--- config.mk ---
export PLATFORM = sky130hd
export DESIGN_NAME = wdt_top
export DESIGN_NICKNAME = d
export VERILOG_FILES = /design/src/verilog/wdt_pkg.sv /design/src/verilog/wdt_sticky.sv /design/src/verilog/wdt_top.sv
export SDC_FILE = /design/constraint.sdc
export NUM_CORES = 1
export LEC_CHECK = 0
export BUFFER_PORTS_ARGS = -buffer_cell sky130_fd_sc_hd__buf_2
export CAP_MARGIN = 10
export CORE_MARGIN = 5
export CORE_UTILIZATION = 40
export CTS_CLUSTER_DIAMETER = 50
export DETAILED_ROUTE_END_ITERATION = 16
export SKIP_CTS_REPAIR_TIMING = 1
export SKIP_LAST_GASP = 1
export SLEW_MARGIN = 20
export SYNTH_ARGS = -nofsm -noshare
export SYNTH_HDL_FRONTEND = slang
export SYNTH_SLANG_ARGS = --single-unit
--- constraint.sdc ---
create_clock -name clk_i -period 3.2 [get_ports clk_i]
set_input_delay 0.16 -clock clk_i [delete_from_list [all_inputs] [get_ports clk_i]]
set_output_delay 0.16 -clock clk_i [all_outputs]
set_load 0.05 [all_outputs]
--- src/verilog/wdt_pkg.sv ---
/*
 * package for the watchdog timer: register offsets, field positions,
 * reset values and the register bus carrier types.
 * assumes a single 20 MHz clock and a plain register port with
 * read data returned one cycle after the read strobe.
 */
// Summary of operation
// (RULE1) first zero reloads counter from reload value and counting resumes
// (RULE2) reload write while running copies value into counter at once
// (RULE3) writing reload value zero raises the interrupt at once
// (RULE4) while locked, writes to configuration registers are ignored
// (RULE5) software unlock command releases the lock, writes accepted again
// (RULE6) reset enable bit gates whether second timeout asserts reset
// (RULE7) with stall enabled, counter freezes while debugger halts processor
// (RULE8) with stall disabled, counter keeps counting during debug halt
// (RULE9) software can read whether the counter is enabled
// (RULE10) software can read current count without disturbing it
// (RULE11) timeout counter is a 32 bit down counter
// (RULE12) enabling the counter also enables the watchdog interrupt
// (RULE13) second zero with interrupt pending and reset enabled asserts reset
// (RULE14) clearing interrupt before second timeout reloads and keeps counting
package wdt_pkg;

    // ****************************************
    // register offsets (byte addresses)
    // ****************************************
    localparam logic [7:0] WDT_REG_RELOAD = 8'h00;
    localparam logic [7:0] WDT_REG_VALUE = 8'h04;
    localparam logic [7:0] WDT_REG_CTRL = 8'h08;
    localparam logic [7:0] WDT_REG_LOCK = 8'h0c;
    localparam logic [7:0] WDT_REG_STAT = 8'h10;
    localparam logic [7:0] WDT_REG_ICLR = 8'h14;
    localparam logic [7:0] WDT_REG_IEN = 8'h18;
    localparam logic [7:0] WDT_REG_MIS = 8'h1c;

    // ****************************************
    // field positions
    // ****************************************
    localparam int WDT_CTRL_EN = 0;
    localparam int WDT_CTRL_INTEN = 1;
    localparam int WDT_CTRL_RSTEN = 2;
    localparam int WDT_CTRL_STALL = 3;
    localparam int WDT_CTRL_W = 4;
    localparam int WDT_EV_TIMEOUT = 0;
    localparam int WDT_EV_RESET = 1;
    localparam int WDT_EV_W = 2;

    // ****************************************
    // reset values and command keys
    // ****************************************
    localparam logic [31:0] WDT_RELOAD_RST = 32'hffff_ffff;
    localparam logic [31:0] WDT_UNLOCK_KEY = 32'h1acc_e551;
    localparam logic [WDT_CTRL_W-1:0] WDT_CTRL_RST = 4'h0;
    localparam logic [WDT_EV_W-1:0] WDT_EV_RST = 2'h0;

    typedef struct packed {
        logic [7:0] addr;
        logic [31:0] wdata;
        logic wr;
        logic rd;
    } wdt_req_t;

endpackage

--- src/verilog/wdt_sticky.sv ---
/*
 * one sticky status bit: set by a hardware event, cleared by software.
 * assumes synchronous active-high reset; set wins over clear.
 */
`timescale 1ns/100ps
`default_nettype none
module wdt_sticky (
    input wire logic clk_i,
    input wire logic srst_i,
    input wire logic set_i,
    input wire logic clr_i,
    output logic q_o
);
    always_ff @(posedge clk_i) begin
        if (srst_i) begin
            q_o <= 1'b0;
        end else if (set_i) begin
            q_o <= 1'b1;
        end else if (clr_i) begin
            q_o <= 1'b0;
        end
    end
endmodule
`default_nettype wire

--- src/verilog/wdt_top.sv ---
/*
 * watchdog timer: 32 bit down counter, reload register, lock,
 * debug stall, first-timeout interrupt and second-timeout reset.
 * assumes one 20 MHz clock, synchronous reset, synchronous inputs,
 * and a register port master that never issues read and write together.
 */
`timescale 1ns/100ps
`default_nettype none
module wdt_top (
    input wire logic clk_i,
    input wire logic srst_i,
    input wire wdt_pkg::wdt_req_t req_i,
    input wire logic dbg_halt_i,
    output logic [31:0] rdata_o,
    output logic irq_o,
    output logic sys_rst_o
);
    import wdt_pkg::*;

    // ****************************************
    // state
    // ****************************************
    logic [31:0] count_q;
    logic [31:0] reload_q;
    logic [WDT_CTRL_W-1:0] ctrl_q;
    logic lock_q;
    logic [WDT_EV_W-1:0] ev_en_q;
    logic [WDT_EV_W-1:0] ev_stat;
    logic [WDT_EV_W-1:0] ev_set;
    logic wr_cfg;
    logic wr_reload;
    logic wr_ctrl;
    logic wr_iclr;
    logic running;
    logic tick;
    logic zero_hit;
    logic first_to;
    logic second_to;
    logic to_pend_q;

    assign wr_cfg = req_i.wr && !lock_q;
    assign wr_reload = wr_cfg && (req_i.addr == WDT_REG_RELOAD); // see (RULE4)
    assign wr_ctrl = wr_cfg && (req_i.addr == WDT_REG_CTRL); // see (RULE4)
    assign wr_iclr = req_i.wr && (req_i.addr == WDT_REG_ICLR);
    assign running = ctrl_q[WDT_CTRL_EN];
    // see (RULE7) see (RULE8)
    assign tick = running && !(ctrl_q[WDT_CTRL_STALL] && dbg_halt_i);
    assign zero_hit = tick && (count_q == 32'h0000_0000) && !wr_reload;
    assign first_to = zero_hit && !to_pend_q;
    assign second_to = zero_hit && to_pend_q;

    // ****************************************
    // configuration and lock
    // ****************************************
    always_ff @(posedge clk_i) begin
        if (srst_i) begin
            reload_q <= WDT_RELOAD_RST;
        end else if (wr_reload) begin
            reload_q <= req_i.wdata;
        end
    end

    always_ff @(posedge clk_i) begin
        if (srst_i) begin
            ctrl_q <= WDT_CTRL_RST;
        end else if (wr_ctrl) begin
            ctrl_q <= req_i.wdata[WDT_CTRL_W-1:0];
            // enable cannot be withdrawn once set; enabling also enables irq
            if (req_i.wdata[WDT_CTRL_EN] || ctrl_q[WDT_CTRL_EN]) begin
                ctrl_q[WDT_CTRL_EN] <= 1'b1;
                ctrl_q[WDT_CTRL_INTEN] <= 1'b1; // see (RULE12)
            end
        end
    end

    always_ff @(posedge clk_i) begin
        if (srst_i) begin
            lock_q <= 1'b0;
        end else if (req_i.wr && req_i.addr == WDT_REG_LOCK) begin
            lock_q <= (req_i.wdata != WDT_UNLOCK_KEY); // see (RULE5)
        end
    end

    // ****************************************
    // down counter
    // ****************************************
    always_ff @(posedge clk_i) begin
        if (srst_i) begin
            count_q <= WDT_RELOAD_RST;
        end else if (wr_reload) begin
            count_q <= req_i.wdata; // see (RULE2)
        end else if (wr_ctrl && !running && req_i.wdata[WDT_CTRL_EN]) begin
            count_q <= reload_q;
        end else if (wr_iclr && req_i.wdata[WDT_EV_TIMEOUT] && to_pend_q && running) begin
            count_q <= reload_q; // see (RULE14)
        end else if (zero_hit) begin
            count_q <= reload_q; // see (RULE1)
        end else if (tick) begin
            count_q <= count_q - 32'h0000_0001; // see (RULE11)
        end
    end

    // ****************************************
    // timeout, interrupt and reset
    // ****************************************
    // a pending timeout is the raw interrupt; the sticky bit mirrors it
    always_ff @(posedge clk_i) begin
        if (srst_i) begin
            to_pend_q <= 1'b0;
        end else if (first_to || (wr_reload && req_i.wdata == 32'h0000_0000)) begin
            to_pend_q <= 1'b1; // see (RULE3)
        end else if (wr_iclr && req_i.wdata[WDT_EV_TIMEOUT]) begin
            to_pend_q <= 1'b0;
        end
    end

    assign ev_set[WDT_EV_TIMEOUT] = first_to || (wr_reload && req_i.wdata == 32'h0000_0000);
    assign ev_set[WDT_EV_RESET] = second_to && ctrl_q[WDT_CTRL_RSTEN]; // see (RULE6)

    genvar gi;
    generate
        for (gi = 0; gi < WDT_EV_W; gi++) begin : g_ev
            wdt_sticky u_sticky (
                .clk_i(clk_i),
                .srst_i(srst_i),
                .set_i(ev_set[gi]),
                .clr_i(wr_iclr && req_i.wdata[gi]),
                .q_o(ev_stat[gi])
            );
        end
    endgenerate

    always_ff @(posedge clk_i) begin
        if (srst_i) begin
            ev_en_q <= WDT_EV_RST;
        end else if (wr_cfg && req_i.addr == WDT_REG_IEN) begin
            ev_en_q <= req_i.wdata[WDT_EV_W-1:0]; // see (RULE4)
        end else if (wr_ctrl && req_i.wdata[WDT_CTRL_EN]) begin
            ev_en_q[WDT_EV_TIMEOUT] <= 1'b1; // see (RULE12)
        end
    end

    // timeout interrupt also needs the control interrupt enable
    always_ff @(posedge clk_i) begin
        if (srst_i) begin
            irq_o <= 1'b0;
        end else begin
            irq_o <= |(ev_stat & ev_en_q & {1'b1, ctrl_q[WDT_CTRL_INTEN]});
        end
    end

    always_ff @(posedge clk_i) begin
        if (srst_i) begin
            sys_rst_o <= 1'b0;
        end else begin
            sys_rst_o <= ev_set[WDT_EV_RESET]; // see (RULE13)
        end
    end

    // ****************************************
    // register read port
    // ****************************************
    always_ff @(posedge clk_i) begin
        if (srst_i) begin
            rdata_o <= 32'h0000_0000;
        end else if (req_i.rd) begin
            case (req_i.addr)
                WDT_REG_RELOAD: rdata_o <= reload_q;
                WDT_REG_VALUE: rdata_o <= count_q; // see (RULE10)
                WDT_REG_CTRL: rdata_o <= {28'h0, ctrl_q}; // see (RULE9)
                WDT_REG_LOCK: rdata_o <= {31'h0, lock_q};
                WDT_REG_STAT: rdata_o <= {30'h0, ev_stat};
                WDT_REG_IEN: rdata_o <= {30'h0, ev_en_q};
                WDT_REG_MIS: rdata_o <= {30'h0, ev_stat & ev_en_q};
                default: rdata_o <= 32'h0000_0000;
            endcase
        end else begin
            rdata_o <= 32'h0000_0000;
        end
    end

endmodule
`default_nettype wire

==> results of run 1 <==
-- flip-flops by register name (all words and copies together) (netlist names) --
signal	count
count_q	32
ctrl_q	4
ev_en_q	2
g_ev.u_sticky.q_o	2
irq_o	1
lock_q	1
rdata_o	32
reload_q	32
sys_rst_o	1
-- kinds of logic (layout without fill, tap and decap cells) --
kind of cell	Yosys count	in the layout
DFF	107	107
and+or+nand+nor	272	272
AOI/OAI and AO/OA	191	191
buffers and inverters	55	119
muxes	13	13
xor gates and xnor gates	7	7
adders and majority gates	1	1
-- critical path, cell delays in order (launching register included) --
cell	delay (ns)
dfxtp_1	0.34
inv_1	0.09
ha_1	0.19
or4b_1	0.62
or3_1	0.54
nor4_1	0.48
or3_2	0.29
a211oi_1	0.07
and3b_1	0.23
o21ai_1	0.05
-- layout make-up --
cell class / count / area (um^2)
Timing Repair Buffer: 96 / 526
Multi-Input combinational cell: 484 / 2910
Tap cell: 176 / 220
Sequential cell: 107 / 2140
Inverter: 7 / 26.3
Fill cell: 1292 / 6950
Clock buffer: 12 / 246
Clock inverter: 4 / 73.8
-- where the power goes --
part           internal (uW)  switching [uW]
logic                   39.4            74.3
clock network            709             505
registers               1330            3.95
-- cells in the mapped netlist, types with 6 or more instances --
| cell type | n |
|---|---|
| buf_1 | 6 |
| dfxtp_1 | 107 |
| or3_1 | 6 |
| or2_2 | 6 |
| o21ai_1 | 8 |
| nand4_1 | 10 |
| nor4_1 | 16 |
| clkbuf_1 | 34 |
| o211ai_1 | 8 |
| nor3_1 | 15 |
| a22oi_1 | 36 |
| nor2_1 | 83 |
| o21ai_0 | 38 |
| inv_1 | 7 |
| mux2i_1 | 9 |
| a21oi_1 | 41 |
| nand2_1 | 71 |
| nand3_1 | 14 |
| a211o_1 | 10 |
| a221oi_1 | 6 |
| and2_1 | 10 |
-- metrics by stage --
step / util, % / hold WS, ns / total power [uW] / instances
final: 46.9 / 0.0500 / 2660 / 886
after global placement: 44.5 / 0.417 / 1480 / 870
after global routing: 46.9 / 0.0564 / 2750 / 886
after CTS: 46.9 / 0.0412 / 2680 / 886
after floorplan: - / 0.259 / 1410 / 646
after detailed placement: 44.5 / 0.419 / 1480 / 870
-- metal layers --
| metal | GRT usage, % | part of all wire [%] | wire length (um) |
|---|---|---|---|
| met5 | 0 | 0 | 0 |
| met4 | 9.63 | 3.1 | 548 |
| met3 | 3.90 | 8.2 | 1440 |
| met2 | 32.4 | 43 | 7630 |
| met1 | 32.1 | 45 | 7940 |
-- how the worst max path moves through the flow --
| stage | to | startpoint | slack, ns |
|---|---|---|---|
| after floorplan | count_q[5]$_SDFFE_PP1P_ | count_q[0]$_SDFFE_PP1P_ | 0.68 |
| after global placement | count_q[4]$_SDFFE_PP1P_ | count_q[0]$_SDFFE_PP1P_ | 0.33 |
| after detailed placement | count_q[4]$_SDFFE_PP1P_ | count_q[0]$_SDFFE_PP1P_ | 0.19 |
| after CTS | count_q[4]$_SDFFE_PP1P_ | count_q[0]$_SDFFE_PP1P_ | 0.18 |
| after global routing | count_q[11]$_SDFFE_PP1P_ | count_q[0]$_SDFFE_PP1P_ | 0.05 |
| final | count_q[4]$_SDFFE_PP1P_ | count_q[0]$_SDFFE_PP1P_ | 0.18 |
==> run_results.csv, run 1 <==
group,metric,value,unit
worst_hold_path,min_path_type,"input port to flop",
floorplan,die-area,15600,um^2
placement,globalplace.congestion,0.938,
floorplan,initial_core_util,40.3,%
timing,max_freq,331,MHz
logic_synthesis,synthFlopType,"dfxtp_1",
placement,placed_cell_area,5820,um^2
clock_network,htreeDepth,3,
detailed_routing,remaining_drc_errors,0,
setup_path,startpoint_type,"flop",
global_route,grt_remaining_overflow,0,
clock_network,clock-sinks,107,
final_layout,drive_above_1_share,19.9,%
floorplan,boundaryPins,79,
clock_network,cts_tree,"done",
clock_network,cts-root-buf,"clkbuf_16",
logic_synthesis,synth_compound_area_share,24.6,%
placement,dpl.hpwl,12300,um
power_and_ir_drop,max-vdd-ir-drop,0.217,mV
logic_synthesis,ys_warn_count,0,
timing,worst_pin_slew,1.00,ns
logic_synthesis,synth-xor-area-share,1.16,%
setup_path,rrSetupSlack,0.18,ns
logic_synthesis,ys_seq_area_share,40.6,%
clock_network,clockBufferDepth,2,
floorplan,core-area,13100,um^2
logic_synthesis,synth-seq-cells,107,
logic_synthesis,synthArstFlopShare,0,%
setup_path,r2r-end,"count_q[4]$_SDFFE_PP1P_",
worst_hold_path,worstHoldStart,"req_i[7]",
clock_network,clk_latency,0.36,ns
global_route,antenna_found_initial,0,
setup_path,arrival,3.26,ns
worst_hold_path,hold_end,"reload_q[5]$_SDFFE_PP1P_",
setup_path,crit_path_end_kind,"flop",
logic_synthesis,muxShareOfSynthArea,2.56,%
flow_run,maxCapViolCount,0,
placement,portBuffers,78,
setup_path,path_max_fanout,8,
logic_synthesis,synth_cell_types,74,
placement,post-place-ws,0.187,ns
detailed_routing,wl_per_cell,19.8,um
detailed_routing,via_per_inst,5.97,
logic_synthesis,syn_area,5280,um^2
final_layout,fin_nets,751,
timing,final-hold-violation-count,0,
final_layout,final_cell_mix,"dfxtp_1 (107), nor2_1 (82), buf_2 (78)",
logic_synthesis,syn_nets,692,
clock_network,cts_buffers,9,
power_and_ir_drop,power_density,434,nW/um^2
timing,final.setup.tns,0,ns
global_route,grt_pass1_vias,4950,
logic_synthesis,synthCells,646,
worst_hold_path,hold_depth,3,
floorplan,die_h,125,um
clock_network,path_clk_slew,0.07,ns
detailed_routing,drt_iter0_markers,599,
detailed_routing,vias,5287,
logic_synthesis,synth.top_cell.area_share,40.6,%
detailed_routing,wl,17600,um
floorplan,die_x,125,um
final_layout,final_common_cell,"dfxtp_1",
logic_synthesis,synth_fa_ha_area_share,0.237,%
final_layout,area_growth,16.4,%
global_route,grt_max_degree,46,
global_route,grt_pass1_wl,27800,um
floorplan,num_rows,42,
timing,layout_setup_ws,0.177,ns
timing,fin_crit_sh,94.5,%
logic_synthesis,yosys.area_share.simple,26.3,%
final_layout,diodes,0,
logic_synthesis,ys_top_cells_by_area,"dfxtp_1 (41%), nor2_1 (5.9%), a22oi_1 (5.1%), nand2_1 (5.1%), a21oi_1 (3.9%)",
logic_synthesis,syn_avg_cell_area,8.17,um^2
timing,rsz0062_at_grt,"false",
setup_path,required,3.44,ns
logic_synthesis,synth_edf_count,0,
timing,slew_headroom,33.4,%
timing,finClkSkew,0.0107,ns
logic_synthesis,synth_area_leader_cell,"dfxtp_1",
setup_path,worstSetupPathType,"flop to flop",
final_layout,stdcell_area,6140,um^2
setup_path,r2r_cells,9,
timing,drv_slew,0,
timing,fin_crit,3.02,ns
logic_synthesis,synth_top_family_by_area,"simple AND/OR/NAND/NOR gates",
global_route,grt_usage,22.2,%
timing,finalSetupViolations,0,
outcome,outcome,"complete, no violations",
power_and_ir_drop,leakage,0.00240,uW
setup_path,r2r_start,"count_q[0]$_SDFFE_PP1P_",
detailed_routing,ant_nets,0,
detailed_routing,first_pass_iters,5,
Power figures use the tool's default switching activity.
==> run 2, diff against run 1 <==
CORE_ASPECT_RATIO = 1.2   (was default)
CTS_BUF_LIST = sky130_fd_sc_hd__clkbuf_4 sky130_fd_sc_hd__clkbuf_8   (was default)
==> run 2 against run 1 <==
Net effect: critical endpoint is now count_q[5]$_SDFFE_PP1P_; first-iteration DRC count down 27%; clock skew is 0.0015 ns lower; wire length rose by 2.2%; die area is essentially flat; largest power group unchanged; non-clock buffer count up 1; register-to-register slack gained 0.02 ns.
==> run_results.csv, run 2 (synthesis gave the netlist of run 1 again) <==
group,metric,value,unit
outcome,outcome,"complete, no violations",
timing,drv_slew,0,
clock_network,htreeDepth,3,
power_and_ir_drop,power_switching,534,uW
floorplan,die-area,15600,um^2
flow_run,maxCapViolCount,0,
clock_network,clk_latency,0.37,ns
setup_path,worstSetupPathType,"flop to flop",
worst_hold_path,hold_end,"reload_q[24]$_SDFFE_PP1P_",
placement,post-place-ws,0.155,ns
detailed_routing,first_pass_iters,5,
setup_path,path_max_fanout,10,
clock_network,clock-sinks,107,
final_layout,final_cell_mix,"dfxtp_1 (107), nor2_1 (82), buf_2 (78)",
worst_hold_path,hold_depth,3,
final_layout,fill_cells,1314,
setup_path,required,3.45,ns
final_layout,final_common_cell,"dfxtp_1",
setup_path,arrival,3.25,ns
timing,max_freq,333,MHz
clock_network,cts-root-buf,"clkbuf_8",
clock_network,path_clk_slew,0.10,ns
clock_network,cts_tree,"done",
setup_path,rrSetupSlack,0.20,ns
floorplan,boundaryPins,79,
power_and_ir_drop,pwr-share-seq,59.4,%
final_layout,fin_cells,879,
final_layout,fin_nets,752,
global_route,grt_pass1_vias,5213,
final_layout,area_growth,14.1,%
final_layout,regArea,2140,um^2
setup_path,r2r_cells,9,
power_and_ir_drop,p_sw_share,23.7,%
setup_path,crit_path_end_kind,"flop",
floorplan,initial_core_util,40.4,%
worst_hold_path,worstHoldStart,"req_i[26]",
timing,finClkSkew,0.00922,ns
setup_path,path_cells,"inv_1, ha_1, or4b_1, nor3_1, and2_1, a31oi_4, mux2_1, a22oi_1, o21ai_1",
detailed_routing,drt_iter0_markers,435,
setup_path,r2r-end,"count_q[5]$_SDFFE_PP1P_",
placement,globalplace.congestion,0.928,
setup_path,cp_slowest_cell,"or4b_1",
global_route,antenna_found_initial,0,
worst_hold_path,min_path_type,"input port to flop",
floorplan,core-area,13100,um^2
final_layout,drive_above_1_share,20.4,%
timing,finalSetupViolations,0,
detailed_routing,remaining_drc_errors,0,
setup_path,worst-path-buf-inv,1,
timing,final.setup.tns,0,ns
detailed_routing,vias,5227,
placement,dpl.hpwl,12900,um
power_and_ir_drop,p_int,1720,uW
final_layout,multi_input_area,2920,um^2
placement,place_inst,863,
placement,portBuffers,78,
setup_path,r2r_start,"count_q[0]$_SDFFE_PP1P_",
floorplan,die_x,115,um
clock_network,cts_buffers,9,
setup_path,critPathMaxStageDelay,0.63,ns
global_route,grt_remaining_overflow,0,
floorplan,num_rows,46,
timing,fin_crit,3.00,ns
setup_path,startpoint_type,"flop",
power_and_ir_drop,max-vdd-ir-drop,0.166,mV
timing,layout_setup_ws,0.199,ns
floorplan,die_h,136,um
power_and_ir_drop,power_density,374,nW/um^2
detailed_routing,ant_nets,0,
global_route,grt_usage,23.1,%
clock_network,clockBufferDepth,2,
timing,rsz0062_at_grt,"false",
final_layout,diodes,0,
timing,hold_slack,0.0232,ns
setup_path,cp_top_family,"simple AND/OR/NAND/NOR gates",
timing,final-hold-violation-count,0,
power_and_ir_drop,power.total,2250,uW
final_layout,reg.largest.list,"count_q (32), rdata_o (32), reload_q (32)",
detailed_routing,via_per_inst,5.95,
power_and_ir_drop,leakage,0.00235,uW
global_route,grt_max_degree,46,
global_route,grt_pass1_wl,28200,um
timing,slew_headroom,33.3,%
timing,fin_crit_sh,93.8,%
detailed_routing,wl,17900,um
power_and_ir_drop,p_comb_share,5.0,%
power_and_ir_drop,clkPwrFrac,35.7,%
timing,worst_pin_slew,0.996,ns
detailed_routing,wl_per_cell,20.4,um
## run 2: cell count changes in the layout (fill, tap and decap cells not counted), sizes merged
cell      previous run  this run
clkbuf              12        13
buf                 96        97
bufinv               2         0
clkinv               2         1
clkinvlp             0         1
inv                  7         8
## run 2: worst max path at each step
stage,startpoint,to,slack [ns],depth (start not counted)
global route,count_q[0]$_SDFFE_PP1P_,count_q[3]$_SDFFE_PP1P_,0.02,9
finish,count_q[0]$_SDFFE_PP1P_,count_q[5]$_SDFFE_PP1P_,0.20,9
floorplan,count_q[0]$_SDFFE_PP1P_,count_q[5]$_SDFFE_PP1P_,0.68,11
CTS,count_q[0]$_SDFFE_PP1P_,count_q[4]$_SDFFE_PP1P_,0.15,9
detailed placement,count_q[0]$_SDFFE_PP1P_,count_q[4]$_SDFFE_PP1P_,0.15,9
global placement,count_q[0]$_SDFFE_PP1P_,count_q[4]$_SDFFE_PP1P_,0.28,9
## run 2: final cells by class
cell class,instances,area share (%)
clock inverter,3,0.353
tap,168,3.49
inverter,7,0.437
sequential,107,35.6
timing repair buffer,97,8.86
multi-input combinational,484,48.5
clock buffer,13,2.77
## run 2: power groups by stage
stage	clock network (uW)	registers, uW	logic [uW]
2_1_floorplan	0	1370	44.7
3_3_place_gp	0	1370	110
3_5_place_dp	0	1370	110
4_1_cts	823	1340	111
5_1_grt	869	1340	121
6_report	803	1340	112
## run 2: layer usage
layer | part of all wire, % | vias to the layer above | global-route usage, %
met1 | 43 | 2494 | 29.2
met4 | 3.4 | 0 | 10.5
met3 | 5.7 | 37 | 2.86
met2 | 48 | 204 | 38.9
li1 | - | 2492 | -
met5 | 0 | - | 0
## run 2: metrics by stage
| step | cell area (um^2) | util, % |
|---|---|---|
| finish | 6020 | 46.1 |
| global route | 6020 | 46.1 |
| CTS | 6000 | 46.0 |
| detailed placement | 5820 | 44.5 |
| global placement | 5820 | 44.5 |
| floorplan | 5280 | - |
## run 2: worst min-delay path, delay by kind of cell
family / cells / cell delay (ns)
buf+inv: 1 / 0.12
simple gates: 2 / 0.09
